$ cat src/ctu_pkg.sv
// Package for the charge-time unit control block: register offsets,
// field positions, reset values and source encodings.
// Assumes a 16-bit register port on the system clock.
package ctu_pkg;

    localparam int unsigned ADDR_W = 4;
    localparam int unsigned DATA_W = 16;

    // Register offsets (word index on the plain port)
    localparam logic [3:0] OFF_CONTROL = 4'h0;
    localparam logic [3:0] OFF_CURRENT = 4'h1;
    localparam logic [3:0] OFF_IRQ_STATUS = 4'h2;
    localparam logic [3:0] OFF_IRQ_ENABLE = 4'h3;
    localparam logic [3:0] OFF_IRQ_CLEAR = 4'h4;

    localparam logic [15:0] CONTROL_RESET = 16'h0000;
    localparam logic [15:0] CURRENT_RESET = 16'h0000;

    // Control register field positions
    localparam int unsigned B_UNIT_EN = 15;
    localparam int unsigned B_DELAY_GEN = 12;
    localparam int unsigned B_EDGE_GATE = 11;
    localparam int unsigned B_EDGE_SEQ = 10;
    localparam int unsigned B_SRC_GND = 9;
    localparam int unsigned B_TRIG_OUT = 8;
    localparam int unsigned B_E2_POL = 7;
    localparam int unsigned B_E2_SRC_HI = 6;
    localparam int unsigned B_E2_SRC_LO = 5;
    localparam int unsigned B_E1_POL = 4;
    localparam int unsigned B_E1_SRC_HI = 3;
    localparam int unsigned B_E1_SRC_LO = 2;
    localparam int unsigned B_E2_FLAG = 1;
    localparam int unsigned B_E1_FLAG = 0;

    // Writable bits of the control register; bit 14 reads zero
    localparam logic [15:0] CONTROL_WMASK = 16'hbffc;
    // Current register: trim 15-10, range 9-8, low byte reads zero
    localparam logic [15:0] CURRENT_WMASK = 16'hff00;
    localparam int unsigned B_TRIM_HI = 15;
    localparam int unsigned B_TRIM_LO = 10;
    localparam int unsigned B_RANGE_HI = 9;
    localparam int unsigned B_RANGE_LO = 8;

    localparam logic [1:0] RANGE_OFF = 2'h0;

    typedef enum logic [1:0] {
        CTU_SRC_TIMER = 2'h0,
        CTU_SRC_COMPARE = 2'h1,
        CTU_SRC_PIN_B = 2'h2,
        CTU_SRC_PIN_A = 2'h3
    } ctu_src_t;

    // Interrupt status bit positions
    localparam int unsigned IRQ_E1 = 0;
    localparam int unsigned IRQ_E2 = 1;
    localparam int unsigned IRQ_W = 2;

endpackage

$ cat src/ctu_control.sv
// Control and status logic of the charge-time unit: two registers,
// edge qualification into flags, analog control outputs, interrupt.
// Assumes edge sources are synchronous logic levels on clk and that
// pin routing is set up outside before delay generation is enabled.
//
// Functional notes
// Bit 9 grounds the current-source output
// Bit 8 enables the trigger output
// Bit 7 selects second-edge polarity
// Bits 6-5 choose second-edge source
// Bit 4 selects first-edge polarity
// Bits 3-2 choose first-edge source
// Bit 1 flags a second-edge event
// Bit 0 flags a first-edge event
// Software routes pins before delay generation
// Current register low byte reads zero
// Bit 12 turns delay generation on
// Range field 00 disables current source
// Signed trim field, zero is nominal
// Sequencing makes edge two wait for one
// Flags set by hardware, cleared by software
`timescale 1ns/1ps
`default_nettype none
module ctu_control
    import ctu_pkg::*;
(
    input  wire logic        clk,
    input  wire logic        resetn,
    input  wire logic [3:0]  addr,
    input  wire logic [15:0] wdata,
    input  wire logic        wr_en,
    input  wire logic        rd_en,
    output logic [15:0]      rdata,
    input  wire logic        edge_pin_a,
    input  wire logic        edge_pin_b,
    input  wire logic        compare_output_channel,
    input  wire logic        first_timer,
    output logic             unit_enable,
    output logic             delay_generation_enable,
    output logic             source_ground_enable,
    output logic             trigger_output_enable,
    output logic             current_source_on,
    output logic [5:0]       current_trim,
    output logic [1:0]       current_range,
    output logic             irq
);

    ////////////////////////////////////////////////////////////////////
    // Register decode

    logic [15:0]      control_reg;
    logic [15:0]      current_reg;
    logic [15:0]      rdata_reg;
    logic [IRQ_W-1:0] irq_status_reg;
    logic [IRQ_W-1:0] irq_enable_reg;

    wire wr_control = wr_en && (addr == OFF_CONTROL);
    wire wr_current = wr_en && (addr == OFF_CURRENT);
    wire wr_irq_en  = wr_en && (addr == OFF_IRQ_ENABLE);
    wire wr_irq_clr = wr_en && (addr == OFF_IRQ_CLEAR);

    ////////////////////////////////////////////////////////////////////
    // Edge channels

    logic e1_hit;
    logic e2_hit;
    wire  edges_live;
    wire  e1_set;
    wire  e2_set;

    // first-edge source select
    // first-edge polarity
    ctu_edge_detect u_edge1 (
        .clk      (clk),
        .resetn   (resetn),
        .source   (control_reg[B_E1_SRC_HI:B_E1_SRC_LO]),
        .rising   (control_reg[B_E1_POL]),
        .pin_a    (edge_pin_a),
        .pin_b    (edge_pin_b),
        .compare  (compare_output_channel),
        .timer    (first_timer),
        .edge_hit (e1_hit)
    );

    // second-edge source select
    // second-edge polarity
    ctu_edge_detect u_edge2 (
        .clk      (clk),
        .resetn   (resetn),
        .source   (control_reg[B_E2_SRC_HI:B_E2_SRC_LO]),
        .rising   (control_reg[B_E2_POL]),
        .pin_a    (edge_pin_a),
        .pin_b    (edge_pin_b),
        .compare  (compare_output_channel),
        .timer    (first_timer),
        .edge_hit (e2_hit)
    );

    // Edges count only with the unit and edge gate both on
    assign edges_live = control_reg[B_UNIT_EN] & control_reg[B_EDGE_GATE];
    assign e1_set = edges_live & e1_hit;
    // second edge waits for first
    assign e2_set = edges_live & e2_hit &
                    (~control_reg[B_EDGE_SEQ] | control_reg[B_E1_FLAG]);

    ////////////////////////////////////////////////////////////////////
    // Control register next value

    logic [15:0] control_next;
    logic [15:0] control_written;

    assign control_written = wr_control ? (wdata & CONTROL_WMASK) |
                             (control_reg & ~CONTROL_WMASK) : control_reg;

    // flags: set wins over software write
    // first-edge flag
    // second-edge flag
    always_comb begin
        control_next = control_written;
        if (wr_control) begin
            control_next[B_E1_FLAG] = wdata[B_E1_FLAG];
            control_next[B_E2_FLAG] = wdata[B_E2_FLAG];
        end
        if (e1_set) begin
            control_next[B_E1_FLAG] = 1'b1;
        end
        if (e2_set) begin
            control_next[B_E2_FLAG] = 1'b1;
        end
    end

    always_ff @(posedge clk or negedge resetn) begin
        if (!resetn) begin
            control_reg <= CONTROL_RESET;
            current_reg <= CURRENT_RESET;
        end else begin
            control_reg <= control_next;
            // low byte never stored
            if (wr_current) begin
                current_reg <= wdata & CURRENT_WMASK;
            end
        end
    end

    ////////////////////////////////////////////////////////////////////
    // Interrupt

    logic [IRQ_W-1:0] irq_events;
    logic [IRQ_W-1:0] irq_status_next;

    assign irq_events = {e2_set, e1_set};
    // Set wins over a clear in the same cycle
    assign irq_status_next = (irq_status_reg & ~(wr_irq_clr ? wdata[IRQ_W-1:0] :
                             {IRQ_W{1'b0}})) | irq_events;

    always_ff @(posedge clk or negedge resetn) begin
        if (!resetn) begin
            irq_status_reg <= '0;
            irq_enable_reg <= '0;
        end else begin
            irq_status_reg <= irq_status_next;
            if (wr_irq_en) begin
                irq_enable_reg <= wdata[IRQ_W-1:0];
            end
        end
    end

    assign irq = |(irq_status_reg & irq_enable_reg);

    ////////////////////////////////////////////////////////////////////
    // Read port

    logic [15:0] rd_mux;

    assign rd_mux = (addr == OFF_CONTROL)    ? control_reg :
                    (addr == OFF_CURRENT)    ? current_reg :
                    (addr == OFF_IRQ_STATUS) ? {{(16-IRQ_W){1'b0}}, irq_status_reg} :
                    (addr == OFF_IRQ_ENABLE) ? {{(16-IRQ_W){1'b0}}, irq_enable_reg} :
                    16'h0000;

    always_ff @(posedge clk or negedge resetn) begin
        if (!resetn) begin
            rdata_reg <= 16'h0000;
        end else if (rd_en) begin
            rdata_reg <= rd_mux;
        end else begin
            rdata_reg <= 16'h0000;
        end
    end

    assign rdata = rdata_reg;

    ////////////////////////////////////////////////////////////////////
    // Analog and trigger controls

    assign unit_enable = control_reg[B_UNIT_EN];
    // delay generation enable
    // relies on pins routed beforehand
    assign delay_generation_enable = control_reg[B_DELAY_GEN];
    // ground the source output
    assign source_ground_enable = control_reg[B_SRC_GND];
    // trigger output enable
    assign trigger_output_enable = control_reg[B_TRIG_OUT];
    // signed trim passed to the analog side
    assign current_trim = current_reg[B_TRIM_HI:B_TRIM_LO];
    assign current_range = current_reg[B_RANGE_HI:B_RANGE_LO];
    // range zero disables the source
    assign current_source_on = control_reg[B_UNIT_EN] && (current_range != RANGE_OFF);

    ////////////////////////////////////////////////////////////////////
    // Edge checks, from an independent view of the four sources

    // Bit order follows the source encoding: timer 0 up to pin A 3
    wire [3:0] src_levels = {edge_pin_a, edge_pin_b, compare_output_channel, first_timer};
    wire       e1_level   = src_levels[control_reg[B_E1_SRC_HI:B_E1_SRC_LO]];
    wire       e2_level   = src_levels[control_reg[B_E2_SRC_HI:B_E2_SRC_LO]];
    // A write in either cycle may move the source, so it voids the check
    wire       e1_watch   = edges_live && !wr_control;
    wire       e2_watch   = edges_live && !wr_control &&
                            (!control_reg[B_EDGE_SEQ] || control_reg[B_E1_FLAG]);
endmodule
`default_nettype wire

$ cat src/ctu_edge_detect.sv
// One edge channel: source select, polarity qualification.
// Assumes all sources are synchronous to clk.
`timescale 1ns/1ps
`default_nettype none
module ctu_edge_detect
    import ctu_pkg::*;
(
    input  wire logic       clk,
    input  wire logic       resetn,
    input  wire logic [1:0] source,
    input  wire logic       rising,
    input  wire logic       pin_a,
    input  wire logic       pin_b,
    input  wire logic       compare,
    input  wire logic       timer,
    output logic            edge_hit
);

    logic sel_level;
    logic last_reg;

    assign sel_level = (source == CTU_SRC_PIN_A)   ? pin_a :
                       (source == CTU_SRC_PIN_B)   ? pin_b :
                       (source == CTU_SRC_COMPARE) ? compare : timer;

    always_ff @(posedge clk or negedge resetn) begin
        if (!resetn) begin
            last_reg <= 1'b0;
        end else begin
            last_reg <= sel_level;
        end
    end

    // Changing the source can look like an edge; software should
    // select sources before enabling edges.
    assign edge_hit = rising ? (sel_level & ~last_reg) : (~sel_level & last_reg);

endmodule
`default_nettype wire

$ cat config.mk
export PLATFORM = sky130hd
export DESIGN_NAME = ctu_control
export DESIGN_NICKNAME = d
export VERILOG_FILES = /design/src/ctu_pkg.sv /design/src/ctu_control.sv /design/src/ctu_edge_detect.sv
export SDC_FILE = /design/constraint.sdc
export NUM_CORES = 1
export LEC_CHECK = 0
export ABC_AREA = 1
export BUFFER_PORTS_ARGS = -buffer_cell sky130_fd_sc_hd__buf_4
export CORE_UTILIZATION = 45
export CTS_CLUSTER_SIZE = 8
export DETAILED_ROUTE_END_ITERATION = 16
export PLACE_DENSITY = 0.74
export SETUP_SLACK_MARGIN = 0.5
export SYNTH_ARGS = -nofsm -noshare
export SYNTH_HDL_FRONTEND = slang
export SYNTH_SLANG_ARGS = --single-unit
$ cat constraint.sdc
create_clock -name clk -period 0.94 [get_ports clk]
set_input_delay 0.141 -clock clk [delete_from_list [all_inputs] [get_ports clk]]
set_output_delay 0.141 -clock clk [all_outputs]
set_load 0.01 [all_outputs]
Word-level counts from Yosys, hierarchy flattened
Cells that the tools add are included.
{ "op_classes": {"n_bitwise": 19, "n_eq_ne": 10, "reduce_logical": 10, "muxes": 17} }
{ "ops": {"columns": ["cell", "n"], "rows": [
  ["two-way mux 16 bit", 3],
  ["OR 16 x 15 -> 16 bit", 1],
  ["two-way mux 1 bit", 10],
  ["AND 1 bit", 8],
  ["equality test 2 bit, second input constant", 4],
  ["equality test 4 x 2 -> 1 bit, second input constant", 2],
  ["two-way mux 2 bit", 4],
  ["nonzero test 2 bit", 3],
  ["logical AND 1 bit", 5],
  ["inverter 1 bit", 5],
  ["AND 2 bit", 2],
  ["equality test 2 x 1 -> 1 bit, second input constant", 2],
  ["equality test 4 x 1 -> 1 bit, second input constant", 1],
  ["equality test 4 x 3 -> 1 bit, second input constant", 1],
  ["logical NOT 4 bit", 1],
  ["inverter 2 bit", 1],
  ["OR 2 bit", 1],
  ["OR reduction 2 bit", 1],
  ["OR 1 bit", 1]
]} }
{ "word_totals": {"inputBits": 28, "reg_bits": 46, "elab_cells": 65} }

Longest topological paths before layout
{ "depth": {"ltp_word": 10, "mapped_depth": 8, "mapped_depth_nobuf": 8} }

Cells and area by module
Synthesis repeated with hierarchy kept, for this count alone.
{ "unflattened": {"cells_unflattened": 226, "hier_area_um2": 2114.5} }
{ "by_module_without_submodules": {"columns": ["mod", "n_inst", "area_per_inst_um2", "cells_per_inst"], "rows": [
  ["ctu_control", 1, 1894.3, 190],
  ["ctu_edge_detect", 2, 110.1, 18]
]} }

Worst setup path before layout
No wires, ideal clock.
{ "synth_timing": {"path_kind": "input-to-reg", "startpoint": "in addr[3]", "endpoint": "reg current_reg[13]", "slack_ns": -0.144, "cell_stages": 7, "setup_time_ns": 0.118, "t_required_ns": 0.822, "arrival_ns": 0.966, "path_cell_list": "nor2_4 inv_2 nor3_4 nand2_4 buf_6 nand2_1 o21ai_2"} }
{ "synth_between": {"elab_chain_len": 2} }
{ "synth_lines": {"columns": ["element", "line", "rtl"], "rows": [
  ["start, declared", "ctu_control.sv:29", "input wire logic [3:0] addr,"],
  ["equality test 4 x 1 -> 1 bit", "ctu_control.sv:58", "wire wr_current = wr_en && (addr == OFF_CURRENT);"],
  ["logical AND 1 bit", "ctu_control.sv:58", null],
  ["end signal, assigned", "ctu_control.sv:140", "current_reg <= wdata & CURRENT_WMASK;"],
  ["end, declared", "ctu_control.sv:52", "logic [15:0] current_reg;"]
]} }
No other way between the ends.
A chain may end at the register's enable or synchronous reset.

Worst setup path in the final report
{ "layout_timing": {"startpoint": "reg control_reg[15]", "endpoint": "out current_source_on"} }
{ "layout_between": {"elab_chain_len": 1} }
{ "layout_lines": {"columns": ["element", "line", "rtl"], "rows": [
  ["start, declared", "ctu_control.sv:51", "logic [15:0] control_reg;"],
  ["start signal, assigned", "ctu_control.sv:137", "control_reg <= control_next;"],
  ["logical AND 1 bit", "ctu_control.sv:208", "assign current_source_on = control_reg[B_UNIT_EN] && (current_range != RANGE_OFF);"],
  ["end, declared", "ctu_control.sv:42", "output logic current_source_on,"]
]} }
No other way between the ends.

==> run summary <==
status - finished with violations
failing checks - hold timing, setup timing
Power Density - 1750 nW/um^2
number of port buffers - 57
Synth top area share - 0.587
Lkg Pwr - 1.82 nW
Total GRT Usage - 0.330
largest family of logic cells by synthesized area - simple AND/OR/NAND/NOR gates
fin crit share - 1.35
Vias - 2,247
Avg Synthesized Cell Area - 9.09 um^2
skew final - 4.78 ps
CTS Buf Count - 5
H-tree levels - 2
Final TNS setup - -3180 ps
final instance area - 3690 um^2
hold slack - -302 ps
CTS tree - built
largest fanout on the critical path - 2
placed inst area - 2570 um^2
simple-gate share of the synthesized area - 0.227
largest net degree at the start of global routing - 18
Congestion Overflow GR - 0
Least-Margin Pin Slew - 351 ps
Setup WS post-layout - -331 ps
Worst-path clk slew - 80 ps
max FFs per register - 16
DIE AREA - 4530 um^2
WL/cell - 22.6 um
Clock Latency Late Sink - 310 ps
critical-path cell list - inv_1, a21oi_2, buf_4
crit path kind - register to primary output
Die Height - 67.3 um
Hold Vio Cnt, Final - 45
# setup viols final - 37
flops & latches, synth - 45
GPL Wtd Cong - 0.808
vias in the first global route - 2,075
fin crit period - 1270 ps
clock root buffer - clkbuf_8
Adder-Cell Fraction of Synth Area - 0
Synth Area in Compound Gates - 0.114
Crit-path slowest cell - dfrtp_1
Seq/Total Area, Yosys - 0.587
first-pass GRT wire length - 10,400 um
unrepaired setup endpoints after global routing - yes
fmax - 787 MHz
DRC viols - 0
post-DP HPWL - 3250 um
final WL - 8780 um
initial antenna violation count - 0
cell count after synthesis - 211
Critical Path AT - 1130 ps
Initial Utilization - 0.473
most frequent cells in the layout - buf_6, dfrtp_1, buf_4
max-slew violation count - 0
Syn Nets - 239
share of layout cells above drive strength 1 - 0.646
Top-Level Pins - 58
cell taking the most area after synthesis - dfrtp_1
critical path required time - 800 ps
Critical Path Max Stage Delay - 400 ps
routed vias/inst - 5.78
Area Overhead vs Synth - 92.2%
nets@finish - 366
Synthesis Warnings - 0
mux contribution to synthesized area - 0
Core Util, Final - 0.908
worst hold path type - input port to async pin
CP Launch Type - register
library cells used by synthesis - 21
Synth area leaders - dfrtp_1, nand2_1, inv_1, nand3_1, o21ai_0
CORE AREA - 4060 um^2
Site Rows - 23
Pre-antenna DRT Iters - 4
Max-cap violations - 0
XOR/XNOR Fraction of Synth Area - 0
1st-iter DRT viols - 280
commonest non-fill, non-tap cell in the layout - buf_6
ant diodes - 0
Post-DRT Antenna Nets - 0
TritonCTS Sinks - 45
Max clock buf depth - 2
slew margin rel. - 0.766
Max rail drop VDD - 1.79 mV
Die W - 67.3 um
synthesized area - 1920 um^2
Crit. End Element - primary output
[metrics by stage]
stage / cells / setup WS, ps / hold WS, ps / power (W)
finish: 389 / -331 / -302 / 0.00645
CTS: 369 / -271 / -286 / 0.00559
global route: 389 / -351 / -298 / 0.00669
global placement: 333 / -158 / 29.3 / 0.00366
floorplan: 211 / -144 / -155 / 0.00306
detailed placement: 333 / -193 / 34.4 / 0.00370
[layer usage]
layer / vias to the layer above / wire length (um) / GRT usage / share of wire
met1: 1115 / 3160 / 0.368 / 0.36
met2: 155 / 4550 / 0.559 / 0.52
li1: 937 / - / - / -
met4: 0 / 377 / 0.186 / 0.043
met3: 40 / 688 / 0.0997 / 0.078
met5: - / 0 / 0 / 0
[worst max-delay path: cells and delay by family, from the launching register on]
family,cells,cell delay [ps]
DFF,1,400
buffers and inverters,2,250
AOI/OAI and AO/OA,1,160
[where the power goes]
part | switching [W] | internal (W)
sequential | 0.000294 | 0.00224
clock | 0.000677 | 0.000530
combinational | 0.00127 | 0.00143
[cell families (layout without fill, tap and decap cells)]
kind of cell,Yosys count,in the layout
AO/OA/AOI/OAI,37,37
buffers and inverters,34,160
AND/OR/NAND/NOR,95,97
flip-flops,45,45
[synth_stat cells]
cell type / count
buf_2: 3
nor3_4: 1
nand3b_1: 1
a21boi_0: 1
or2_2: 1
inv_1: 28
a22o_1: 1
nand2_2: 2
buf_6: 1
o21ai_2: 7
inv_2: 1
nand2_4: 1
nor2_1: 16
nor2_4: 2
a21oi_1: 8
nand2_1: 48
o21ai_0: 20
nand4_1: 3
nand3_1: 20
dfrtp_1: 45
buf_1: 1
[path summary, 6_finish.rpt]
kind / start / endpoint / slack, ps / cells past startpoint
max: control_reg[15]$_DFFE_PN0P_ / current_source_on / -330 / 3
max reg2reg: control_reg[5]$_DFFE_PN0P_ / irq_status_reg[1]$_DFF_PN0_ / -300 / 8
min reg2reg: irq_enable_reg[0]$_DFFE_PN0P_ / irq_enable_reg[0]$_DFFE_PN0P_ / 590 / 2
max in group asynchronous: resetn / current_reg[13]$_DFFE_PN0P_ / 870 / 2
min in group clk: wdata[5] / control_reg[5]$_DFFE_PN0P_ / 80 / 3
min: resetn / control_reg[12]$_DFFE_PN0P_ / -300 / 1
[repair_timing]
item	CTS	global route
endpoints found under the setup margin	75	75
pin swaps	23	24
hold endpoints to repair	45	45
buffers inserted	26	18
gates cloned	2	2
resized for setup	128	59
[cell type report]
| type | count | area, um^2 |
|---|---|---|
| timing repair buffer | 123 | 1290 |
| tap | 50 | 62.6 |
| multi-input combinational | 134 | 1010 |
| inverter | 29 | 115 |
| fill | 157 | 372 |
| clock buffer | 8 | 80.1 |
| sequential | 45 | 1130 |
(Power assumes the default switching activity.)
